<file path="src/lsd_map.svh">
`ifndef LSD_MAP_SVH
`define LSD_MAP_SVH

// ============================================================================
// Command byte fields
// ============================================================================
`define LSD_CMD_READ_BIT     6
`define LSD_CMD_STEP_BIT     5
`define LSD_CMD_PAGE_HI      4
`define LSD_CMD_PAGE_LO      3
`define LSD_CMD_ADDR_HI      2
`define LSD_CMD_ADDR_LO      0
`define LSD_CMD_CODE_HI      3
`define LSD_CMD_CODE_LO      0
`define LSD_CMD_ZERO_HI      6
`define LSD_CMD_ZERO_LO      4
`define LSD_DISP_ON_CODE     4'hD
`define LSD_DISP_OFF_CODE    4'hE

// ============================================================================
// Memory pages
// ============================================================================
`define LSD_PAGE_SEG         2'h0
`define LSD_PAGE_LED         2'h1
`define LSD_PAGE_SEG_BRT     2'h2
`define LSD_PAGE_LED_BRT     2'h3
`define LSD_BASE_SEG         4'h0
`define LSD_BASE_LED         4'h6
`define LSD_BASE_SEG_BRT     4'h7
`define LSD_BASE_LED_BRT     4'hB
`define LSD_MAX_SEG          3'h5
`define LSD_MAX_LED_WR       3'h0
`define LSD_MAX_LED_RD       3'h2
`define LSD_MAX_BRT          3'h3
`define LSD_ADDR_KEY0        3'h1
`define LSD_ADDR_KEY1        3'h2
`define LSD_MEM_DEPTH        15
`define LSD_BRT_CFG_IDX      7
`define LSD_BRT_CFG_RESET    8'hFB
`define LSD_MEM_RESET        8'h00

// ============================================================================
// Serial framing
// ============================================================================
`define LSD_BIT_FIRST        3'h0
`define LSD_BIT_LAST         3'h7
`define LSD_PIN_IDLE         3'h6

`endif

</file>
<file path="src/lsd_pkg.sv">
package lsd_pkg;

    typedef enum logic [1:0] {
        LSD_ST_CMD = 2'b00,
        LSD_ST_WR  = 2'b01,
        LSD_ST_RD  = 2'b10,
        LSD_ST_IGN = 2'b11
    } lsd_state_t;

    typedef logic [1:0] lsd_page_t;

endpackage

</file>
<file path="src/lsd_decoder.sv">
`include "lsd_map.svh"

// Operation
// - First byte after frame select falls is always taken as a command.
// - Frame select rising mid-byte resets the receiver; completed bytes stay valid.
// - Command bit 6 read/write, bits 4:3 page, bits 2:0 start address.
// - Command bit 5 zero steps the pointer, one holds it; stepping after reset.
// - Bytes after a read or write command in the same frame are data for page and address; after a display code they are ignored.
// - Every read or write command latches the stepping flag; only the display codes change display enable.
// - Display enable resets off; display memory outputs are blank from the cycle after it goes off.
// - Code 0x0D with bits 6 and 4 zero turns the display on.
// - Code 0x0E with bits 6 and 4 zero turns the display off.
// - Page 01 reads return LED byte, key byte one, key byte two.
// - Key change interrupt clears once the eighth bit of each changed key byte has left.
// - Changes in the second key byte keep the interrupt until that byte is read.
// - Page 01 reads start at the given address and step at most to address 2.
// - Interrupt is active low level from a latched key change until the changed key byte is read.
// - Read bytes leave least significant bit first.
// - Every read or write command loads its start address into the pointer.
module lsd_decoder
    import lsd_pkg::*;
(
    input  wire logic        clk,
    input  wire logic        nrst,
    input  wire logic        frame_select_n,
    input  wire logic        sclk,
    input  wire logic        din,
    input  wire logic        key_latch,
    input  wire logic [7:0]  key_scan0,
    input  wire logic [7:0]  key_scan1,
    output logic             dout,
    output logic             dout_oe,
    output logic             irq_n,
    output logic             display_on,
    output logic             addr_step_mode,
    output logic [55:0]      disp_mem,
    output logic [63:0]      brt_mem
);

    // ========================================================================
    // Pin synchronisation
    // ========================================================================
    logic [2:0] pins_sync;
    logic       fs_s;
    logic       sck_s;
    logic       din_s;

    // Strobe and serial clock idle high; starting the synchroniser there keeps
    // the release of reset from looking like a frame start or a clock edge.
    lsd_sync #(
        .W    (3),
        .INIT (`LSD_PIN_IDLE)
    ) u_sync (
        .clk      (clk),
        .nrst     (nrst),
        .async_in ({frame_select_n, sclk, din}),
        .sync_out (pins_sync)
    );

    assign fs_s  = pins_sync[2];
    assign sck_s = pins_sync[1];
    assign din_s = pins_sync[0];

    // ========================================================================
    // Decode helpers
    // ========================================================================
    function automatic logic [2:0] page_max(input lsd_page_t pg, input logic rd);
        case (pg)
            `LSD_PAGE_SEG: page_max = `LSD_MAX_SEG;
            `LSD_PAGE_LED: page_max = rd ? `LSD_MAX_LED_RD : `LSD_MAX_LED_WR;
            default:       page_max = `LSD_MAX_BRT;
        endcase
    endfunction

    function automatic logic [3:0] mem_idx(input lsd_page_t pg, input logic [2:0] a);
        case (pg)
            `LSD_PAGE_SEG:     mem_idx = `LSD_BASE_SEG + {1'b0, a};
            `LSD_PAGE_LED:     mem_idx = `LSD_BASE_LED + {1'b0, a};
            `LSD_PAGE_SEG_BRT: mem_idx = `LSD_BASE_SEG_BRT + {1'b0, a};
            default:           mem_idx = `LSD_BASE_LED_BRT + {1'b0, a};
        endcase
    endfunction

    // Bits 7 and 5 are don't-care in the display codes, so only bits 6 and 4 are tested for zero, beside the code in bits 3:0.
    function automatic logic is_code(input logic [7:0] b, input logic [3:0] code);
        is_code = !b[`LSD_CMD_ZERO_HI] && !b[`LSD_CMD_ZERO_LO] &&
                  (b[`LSD_CMD_CODE_HI:`LSD_CMD_CODE_LO] == code);
    endfunction

    // ========================================================================
    // State
    // ========================================================================
    lsd_state_t state_reg, state_next;
    lsd_page_t  page_reg, page_next;
    logic [2:0] ptr_reg, ptr_next;
    logic [2:0] cnt_reg, cnt_next;
    logic [7:0] shift_reg, shift_next;
    logic [7:0] tx_reg, tx_next;
    logic       load_reg, load_next;
    logic       sck_prev_reg;
    logic       step_reg, step_next;
    logic       disp_reg, disp_next;
    logic [7:0] kbuf0_reg, kbuf0_next;
    logic [7:0] kbuf1_reg, kbuf1_next;
    logic       kchg0_reg, kchg0_next;
    logic       kchg1_reg, kchg1_next;
    logic       dout_reg, dout_next;
    logic       oe_reg, oe_next;
    logic       irq_n_reg, irq_n_next;
    logic [55:0] disp_mem_reg, disp_mem_next;
    logic [63:0] brt_mem_reg, brt_mem_next;

    logic        rise;
    logic        fall;
    logic [7:0]  byte_val;
    logic        wr_en;
    logic [3:0]  wr_idx;
    logic [7:0]  rd_data;
    logic [119:0] mem_flat;
    logic        clr0;
    logic        clr1;

    assign rise = sck_s & ~sck_prev_reg;
    assign fall = ~sck_s & sck_prev_reg;
    assign byte_val = {din_s, shift_reg[7:1]};

    lsd_mem u_mem (
        .clk      (clk),
        .nrst     (nrst),
        .wr_en    (wr_en),
        .wr_idx   (wr_idx),
        .wr_data  (byte_val),
        .rd_idx   (mem_idx(page_reg, ptr_reg)),
        .rd_data  (rd_data),
        .mem_flat (mem_flat)
    );

    // ========================================================================
    // Serial receiver and command interpreter
    // ========================================================================
    always_comb begin
        state_next = state_reg;
        page_next  = page_reg;
        ptr_next   = ptr_reg;
        cnt_next   = cnt_reg;
        shift_next = shift_reg;
        tx_next    = tx_reg;
        load_next  = 1'b0;
        step_next  = step_reg;
        disp_next  = disp_reg;
        wr_en      = 1'b0;
        wr_idx     = mem_idx(page_reg, ptr_reg);
        clr0       = 1'b0;
        clr1       = 1'b0;

        // The read byte is fetched one cycle after the pointer settles, so the
        // memory read never depends on the pointer being computed here.
        if (load_reg) begin
            if (page_reg == `LSD_PAGE_LED && ptr_reg == `LSD_ADDR_KEY0) begin
                tx_next = kbuf0_reg;
            end else if (page_reg == `LSD_PAGE_LED && ptr_reg == `LSD_ADDR_KEY1) begin
                tx_next = kbuf1_reg;
            end else begin
                tx_next = rd_data;
            end
        end

        if (fs_s) begin
            state_next = LSD_ST_CMD;
            cnt_next   = `LSD_BIT_FIRST;
        end else begin
            if (fall && state_reg == LSD_ST_RD && cnt_reg != `LSD_BIT_FIRST) begin
                tx_next = {1'b0, tx_reg[7:1]};
            end
            if (rise) begin
                shift_next = byte_val;
                cnt_next   = cnt_reg + 3'h1;
                if (cnt_reg == `LSD_BIT_LAST) begin
                    case (state_reg)
                        LSD_ST_CMD: begin
                            if (is_code(byte_val, `LSD_DISP_ON_CODE)) begin
                                disp_next  = 1'b1;
                                state_next = LSD_ST_IGN;
                            end else if (is_code(byte_val, `LSD_DISP_OFF_CODE)) begin
                                disp_next  = 1'b0;
                                state_next = LSD_ST_IGN;
                            end else begin
                                step_next = byte_val[`LSD_CMD_STEP_BIT];
                                page_next = byte_val[`LSD_CMD_PAGE_HI:`LSD_CMD_PAGE_LO];
                                ptr_next  = byte_val[`LSD_CMD_ADDR_HI:`LSD_CMD_ADDR_LO];
                                if (byte_val[`LSD_CMD_READ_BIT]) begin
                                    state_next = LSD_ST_RD;
                                    load_next  = 1'b1;
                                end else begin
                                    state_next = LSD_ST_WR;
                                end
                            end
                        end
                        LSD_ST_WR: begin
                            // Writes beyond the last address of a page are dropped.
                            wr_en = (ptr_reg <= page_max(page_reg, 1'b0));
                            if (!step_reg && ptr_reg < page_max(page_reg, 1'b0)) begin
                                ptr_next = ptr_reg + 3'h1;
                            end
                        end
                        LSD_ST_RD: begin
                            if (page_reg == `LSD_PAGE_LED) begin
                                clr0 = (ptr_reg == `LSD_ADDR_KEY0);
                                clr1 = (ptr_reg == `LSD_ADDR_KEY1);
                            end
                            if (!step_reg && ptr_reg < page_max(page_reg, 1'b1)) begin
                                ptr_next = ptr_reg + 3'h1;
                            end
                            load_next = 1'b1;
                        end
                        default: begin
                        end
                    endcase
                end
            end
        end
    end

    // ========================================================================
    // Key change tracking and outputs
    // ========================================================================
    always_comb begin
        kbuf0_next = kbuf0_reg;
        kbuf1_next = kbuf1_reg;
        kchg0_next = kchg0_reg & ~clr0;
        kchg1_next = kchg1_reg & ~clr1;
        if (key_latch) begin
            kbuf0_next = key_scan0;
            kbuf1_next = key_scan1;
            // A change seen in the same cycle as a read clear is kept.
            if (key_scan0 != kbuf0_reg) begin
                kchg0_next = 1'b1;
            end
            if (key_scan1 != kbuf1_reg) begin
                kchg1_next = 1'b1;
            end
        end
        irq_n_next    = ~(kchg0_next | kchg1_next);
        dout_next     = tx_reg[0];
        oe_next       = (state_reg == LSD_ST_RD) & ~fs_s;
        disp_mem_next = disp_reg ? mem_flat[55:0] : 56'h0;
        brt_mem_next  = mem_flat[119:56];
    end

    always_ff @(posedge clk) begin
        if (!nrst) begin
            state_reg    <= LSD_ST_CMD;
            page_reg     <= `LSD_PAGE_SEG;
            ptr_reg      <= 3'h0;
            cnt_reg      <= `LSD_BIT_FIRST;
            shift_reg    <= 8'h00;
            tx_reg       <= 8'h00;
            load_reg     <= 1'b0;
            sck_prev_reg <= 1'b1;
            step_reg     <= 1'b0;
            disp_reg     <= 1'b0;
            kbuf0_reg    <= 8'h00;
            kbuf1_reg    <= 8'h00;
            kchg0_reg    <= 1'b0;
            kchg1_reg    <= 1'b0;
            dout_reg     <= 1'b0;
            oe_reg       <= 1'b0;
            irq_n_reg    <= 1'b1;
            disp_mem_reg <= 56'h0;
            brt_mem_reg  <= 64'h0;
        end else begin
            state_reg    <= state_next;
            page_reg     <= page_next;
            ptr_reg      <= ptr_next;
            cnt_reg      <= cnt_next;
            shift_reg    <= shift_next;
            tx_reg       <= tx_next;
            load_reg     <= load_next;
            sck_prev_reg <= sck_s;
            step_reg     <= step_next;
            disp_reg     <= disp_next;
            kbuf0_reg    <= kbuf0_next;
            kbuf1_reg    <= kbuf1_next;
            kchg0_reg    <= kchg0_next;
            kchg1_reg    <= kchg1_next;
            dout_reg     <= dout_next;
            oe_reg       <= oe_next;
            irq_n_reg    <= irq_n_next;
            disp_mem_reg <= disp_mem_next;
            brt_mem_reg  <= brt_mem_next;
        end
    end

    assign dout           = dout_reg;
    assign dout_oe        = oe_reg;
    assign irq_n          = irq_n_reg;
    assign display_on     = disp_reg;
    assign addr_step_mode = step_reg;
    assign disp_mem       = disp_mem_reg;
    assign brt_mem        = brt_mem_reg;

endmodule // lsd_decoder

</file>
<file path="src/lsd_sync.sv">
module lsd_sync #(
    parameter int           W    = 1,
    parameter logic [W-1:0] INIT = '0
) (
    input  wire logic         clk,
    input  wire logic         nrst,
    input  wire logic [W-1:0] async_in,
    output logic      [W-1:0] sync_out
);

    logic [W-1:0] stage1_reg;
    logic [W-1:0] stage2_reg;

    // The first stage feeds only the second stage.
    always_ff @(posedge clk) begin
        if (!nrst) begin
            stage1_reg <= INIT;
            stage2_reg <= INIT;
        end else begin
            stage1_reg <= async_in;
            stage2_reg <= stage1_reg;
        end
    end

    assign sync_out = stage2_reg;

endmodule // lsd_sync

</file>
<file path="src/lsd_mem.sv">
`include "lsd_map.svh"

module lsd_mem #(
    parameter int DEPTH = `LSD_MEM_DEPTH,
    parameter int W     = 8
) (
    input  wire logic           clk,
    input  wire logic           nrst,
    input  wire logic           wr_en,
    input  wire logic [3:0]     wr_idx,
    input  wire logic [W-1:0]   wr_data,
    input  wire logic [3:0]     rd_idx,
    output logic      [W-1:0]   rd_data,
    output logic [DEPTH*W-1:0]  mem_flat
);

    logic [W-1:0] mem_reg  [DEPTH];
    logic [W-1:0] mem_next [DEPTH];

    // ========================================================================
    // Storage
    // ========================================================================
    always_comb begin
        for (int i = 0; i < DEPTH; i++) begin
            mem_next[i] = mem_reg[i];
        end
        if (wr_en && (int'(wr_idx) < DEPTH)) begin
            mem_next[wr_idx] = wr_data;
        end
    end

    always_ff @(posedge clk) begin
        for (int i = 0; i < DEPTH; i++) begin
            if (!nrst) begin
                mem_reg[i] <= (i == `LSD_BRT_CFG_IDX) ? W'(`LSD_BRT_CFG_RESET) : W'(`LSD_MEM_RESET);
            end else begin
                mem_reg[i] <= mem_next[i];
            end
        end
    end

    assign rd_data = (int'(rd_idx) < DEPTH) ? mem_reg[rd_idx] : '0;

    genvar g;
    generate
        for (g = 0; g < DEPTH; g++) begin : g_flat
            assign mem_flat[g*W +: W] = mem_reg[g];
        end
    endgenerate

endmodule // lsd_mem

</file>
<file path="config.mk">
export PLATFORM = sky130hd
export DESIGN_NAME = lsd_decoder
export DESIGN_NICKNAME = d
export VERILOG_FILES = /design/src/lsd_pkg.sv /design/src/lsd_decoder.sv /design/src/lsd_sync.sv /design/src/lsd_mem.sv
export VERILOG_INCLUDE_DIRS = /design/src
export SDC_FILE = /design/constraint.sdc
export NUM_CORES = 1
export LEC_CHECK = 0
export ABC_AREA = 1
export BUFFER_PORTS_ARGS = -buffer_cell sky130_fd_sc_hd__buf_4
export CAP_MARGIN = 10
export CORE_ASPECT_RATIO = 0.7
export CORE_MARGIN = 2
export CORE_UTILIZATION = 60
export CTS_CLUSTER_DIAMETER = 100
export DETAILED_ROUTE_END_ITERATION = 10
export GPL_TIMING_DRIVEN = 0
export PLACE_DENSITY = 0.82
export REMOVE_ABC_BUFFERS = 1
export SLEW_MARGIN = 15
export SYNTH_ARGS = -nofsm -noshare
export SYNTH_HDL_FRONTEND = slang
export SYNTH_SLANG_ARGS = --single-unit
export TNS_END_PERCENT = 5
</file>
<file path="constraint.sdc">
create_clock -name clk -period 6.75 [get_ports clk]
set_input_delay 0 -clock clk [delete_from_list [all_inputs] [get_ports clk]]
set_output_delay 0 -clock clk [all_outputs]
set_load 0.02 [all_outputs]
</file>
---- After elaboration in Yosys (flattened, before gate mapping) ----
Memories as Yosys holds them, arrays and structs flattened.
Index checks and enable logic that the tools add are counted.
storage, ports and cells
  memory bits (writable) .................. 120
  bits of input ports ..................... 22
  output and inout port bits .............. 125
  word-level logic and storage cells ...... 178
  bits in registers ....................... 177
  memories ................................ 1
memory list
  memory         words  bits a word  read ports  clocked after Yosys merged registers in  write ports  RTL line       RTL
  u_mem.mem_reg  15     8            16          0                                        15           lsd_mem.sv:17  logic [W-1:0] mem_reg [DEPTH];
cells by class
  mux-type cells .......................... 70
  bitwise operators ....................... 33
  reduce and logical (&&, ||, !) cells .... 27
  $lt $le $gt $ge ......................... 6
  equal/unequal tests ..................... 15
  $add $sub $neg .......................... 5
operator list
  operator                                                       number
  8-bit 2-to-1 mux                                               22
  120-bit bitwise mux                                            1
  120-bit 2-to-1 mux                                             1
  3-bit 2-to-1 mux                                               12
  8-bit demux with 4-bit select                                  1
  1-bit 2-to-1 mux                                               25
  8-bit != test                                                  2
  1-bit bitwise OR                                               16
  3-bit one-hot mux with 2 select lines                          2
  4-bit one-hot mux with 3 select lines                          1
  1-bit logical AND                                              11
  1-bit NOT                                                      11
  3-bit one-hot mux with 3 select lines                          1
  3-bit by 3-bit adder with 4-bit output, first input constant   2
  4-bit equality test, second input constant                     2
  2-bit != test, second input constant                           4
  8-bit AND reduction                                            1
  3-bit by 1-bit adder with 3-bit output, second input constant  2
  3-bit less-than comparator                                     2
  2-bit 2-to-1 mux                                               3
  6-bit AND reduction                                            1
  3-bit nonzero test                                             2
  1-bit bitwise AND                                              5
  5-bit greater-or-equal comparator, second input constant       1
  other kinds (19)                                               25

---- Depth between registers and ports, before layout ----
  depth after elaboration ................. 14
  gate-level depth with buffers ........... 17
  depth with buffers taken out ............ 15

---- Modules after synthesis ----
Synthesis repeated with hierarchy kept, for this count alone.
second synthesis, totals
  cells, all modules ...................... 1644
  area total of the unflattened synthesis .. 11987.7 um^2
modules (own cells, without submodules)
  module       cells an instance  area each (um^2)  sequential area each (um^2)  instances
  lsd_decoder  776                6173.4            3403.3                       1
  lsd_mem      850                5649.2            2402.3                       1
  lsd_sync     18                 165.2             120.1                        1

---- Worst setup path after synthesis ----
OpenSTA, ideal clock, no wires.
  path type ............................... register -> register
  start point ............................. reg page_reg[1]
  end point ............................... mem u_mem.mem_reg[0][5]
  data required time ...................... 6.680 ns
  buffers on the path ..................... 2
  arrival time ............................ 2.077 ns
  path slack .............................. 4.604 ns
  stages on the path, launching flop included .. 15
  period minus slack after synthesis ...... 2.146 ns
  setup time .............................. 0.070 ns
  path through ............................ dfxtp_1 -> buf_6 -> nor2_4 -> inv_1 -> ha_1 -> a21oi_1 -> nand2_1 -> nand2_1 -> nand3_2 -> inv_1 -> nand3_4 -> nor2_4 -> buf_4 -> o21ai_0 -> a21oi_1
RTL lines
  item                    RTL line            RTL
  from (decl)             lsd_decoder.sv:94   lsd_page_t page_reg, page_next;
  from (signal assigned)  lsd_decoder.sv:253  page_reg <= `LSD_PAGE_SEG;
  from (signal assigned)  lsd_decoder.sv:273  page_reg <= page_next;
  to (decl)               lsd_mem.sv:17

==> flow_metrics.tcl <==
set metrics [dict create \
    status "finished clean" \
    slew_headroom_pct 41.2 \
    area_growth_pct 20.7 \
    cts_setup_buffers 0 \
    grt_max_degree 138 \
    grt_overflow 0 \
    p_leak_nw 6.87 \
    clk_latency_ns 0.53 \
    antenna_found_initial 0 \
    synth_cell_types 39 \
    antenna_left 0 \
    synth_edf_count 0 \
    firstDrtPassIters 6 \
    yosys_warnings 0 \
    worstSetupStartpointType "register" \
    die_y_um 122 \
    die_w_um 173 \
    grt_pass1_vias 10100 \
    fin_setup_tns_ns 0 \
    synthArstFlopShare_pct 0 \
    diodes 0 \
    path_clk_slew_ns 0.07 \
    grt_pass1_wl_mm 50.3 \
    num_io_pins 147 \
    numCtsBuffers 26 \
    start_util_pct 60.7 \
    multi_input_area_sq_um 4670 \
    wire_per_inst_um 15.8 \
    htreeDepth 1 \
    place_congestion 0.906 \
    viasPerCell 5.35 \
    seq_area_sq_um 5930 \
    drc 0 \
    total_power_mw 3.55 \
    tightest_slew_ns 0.882 \
    worstPathArrival_ns 3.58 \
    rows 43 \
    layout_min_cycle_time_ns 3.12 \
    crit_fanout 16 \
    clockBufferDepth 3 \
    peakVddDrop_v 0.000198 \
    drive_above_1_share_pct 14.0 \
    wl_mm 31.9 \
    drv_cap 0 \
    synth_area_sq_um 12000 \
    cts_root_buf "clkbuf_16" \
    coreArea_sq_um 19700 \
    via_count 10800 \
    critPathKind "reg2reg" \
    worst_setup_path_end_kind "register" \
    dr.first_iter.drc_count 1487 \
    largest_reg_flops 120 \
    final_nets 1768 \
    seq_area_frac_synth_pct 49.6 \
    clock_skew_ns 0.0102 \
    min_period_over_period_pct 46.3 \
    ys_ff_latch 296 \
    synth_area_per_cell_sq_um 7.48 \
    fillCellCount 1481 \
    critical_path_required_ns 7.20 \
    grt_setup_unrepaired "false" \
    grtUsageTotal_pct 29.4 \
    finalHoldViolCount 0 \
    tritoncts "done" \
    hold_path.class "in2reg" \
    drv_slew 0 \
    die_area_sq_um 21100 \
    fin_util_pct 73.3 \
    finalSetupViolCount 0 \
    power_density_nw_per_um2 246 \
    fmax_mhz 320 \
    synth_cells 1598 \
    synthFlopType "dfxtp_1" \
    cts.sinks 296 \
    placement.io_buffers 146 \
    hpwl_mm 19.5 \
]
[worst paths after layout]
kind / from / to / slack [ns] / depth (start not counted)
max: page_reg[1]$_SDFFE_PN0P_ / u_mem.mem_reg[8][7]$_SDFFE_PN0P_ / 3.63 / 12
min: frame_select_n / u_sync.stage1_reg[2]$_SDFF_PN1_ / 0.20 / 3
max reg2reg: page_reg[1]$_SDFFE_PN0P_ / u_mem.mem_reg[8][7]$_SDFFE_PN0P_ / 3.63 / 12
min reg2reg: u_sync.stage1_reg[1]$_SDFF_PN1_ / u_sync.sync_out[1]$_SDFF_PN1_ / 0.42 / 1
[repair_timing]
action                    in CTS  in global routing
gates resized for setup        0                  0
hold endpoints to repair      84                  0
hold buffers                  38                  0
[through the flow]
stage / hold WS [ns] / worst slack (ns) / cells / cell area (sq um)
after global routing: 0.199 / 3.46 / 2019 / 14400
final: 0.199 / 3.63 / 2019 / 14400
after CTS: 0.182 / 3.77 / 2019 / 14400
after detailed placement: 0.190 / 3.81 / 1933 / 13100
after floorplan: 0.0688 / 4.32 / 1514 / 11500
after global placement: 0.183 / 2.96 / 1930 / 13000
[placed cells by master (no fill, tap or decap), types with 4 or more instances in the layout]
cell type	instances
nand3_2	6
nor2_1	126
nor2_4	14
o21ai_1	19
bufinv_16	6
dfxtp_1	296
nand2_1	354
clkbuf_8	5
o21ai_0	186
nand2_4	4
nand2_2	8
dlygate4sd3_1	38
inv_2	4
inv_1	245
or2_2	6
buf_4	145
a21oi_1	164
clkbuf_16	27
ha_1	17
nand3_1	28
xor2_1	10
clkbuf_1	5
[logic make-up (layout without fill, tap and decap cells)]
group / count (synthesis) / after routing / share of synthesized area, %
AND/OR/NAND/NOR: 562 / 562 / 20.4
AO/OA/AOI/OAI: 375 / 375 / 15.9
buffers and inverters: 336 / 487 / 11.5
flip-flops: 296 / 296 / 49.6
adder cells (fa/ha/maj): 17 / 17 / 1.78
XOR/XNOR: 12 / 12 / 0.879
[Yosys cell counts (2+ instances only)]
master,instances,area share [%]
a21oi_1,164,6.9
nor2_4,14,1.3
nand3_2,6,0.50
inv_2,4,0.13
o21ai_1,19,0.80
inv_1,245,7.7
nor4_1,3,0.16
nor2_8,2,0.33
nand2_2,7,0.37
ha_1,17,1.8
buf_2,14,0.59
xnor2_1,2,0.15
xor2_1,10,0.73
nand3_1,28,1.2
nor2_2,2,0.10
buf_4,13,0.82
clkbuf_1,51,1.6
or2_2,6,0.31
o21ai_0,186,7.8
o22ai_1,2,0.10
nand2_4,3,0.28
buf_6,5,0.47
nand2_1,356,11
nand4_1,3,0.16
dfxtp_1,296,50
nor2_1,126,4.0
nand3_4,2,0.29
[power by group]
| part | total (mW) | internal [mW] | switching, mW | leakage, nW |
|---|---|---|---|---|
| clock | 1.67 | 1.02 | 0.655 | 0.480 |
| sequential | 1.77 | 1.76 | 0.00924 | 2.39 |
| combinational | 0.104 | 0.0459 | 0.0578 | 4.00 |
| total | 3.55 | 2.82 | 0.722 | 6.87 |
[per-layer routing]
metal | global-route usage [%] | part of all wire [%] | vias up
met5 | 0 | 0 | -
met4 | 10.4 | 2.9 | 0
met3 | 5.65 | 9.7 | 91
met2 | 48.0 | 45 | 551
met1 | 39.4 | 42 | 4934
li1 | - | - | 5223
[worst max-delay path: stages, from the launching register on]
cell,delay (ns)
dfxtp_1,0.59
inv_4,0.11
nor2_1,0.16
ha_1,0.30
a21oi_1,0.16
nand2_1,0.09
nand2_1,0.09
nand2_1,0.06
nand2_1,0.36
nand2_2,0.32
nor2_4,0.39
o21ai_0,0.20
a21oi_1,0.20
[area by class of cell]
class / count / area share [%]
flip-flops and latches: 296 / 41.1
multi-input cells: 966 / 32.4
repair buffers: 187 / 10.9
inverters: 252 / 6.61
clock buffers: 37 / 5.29
well taps: 270 / 2.34
clock inverters: 11 / 1.47
Note: power is estimated with default switching activity, not from simulation.
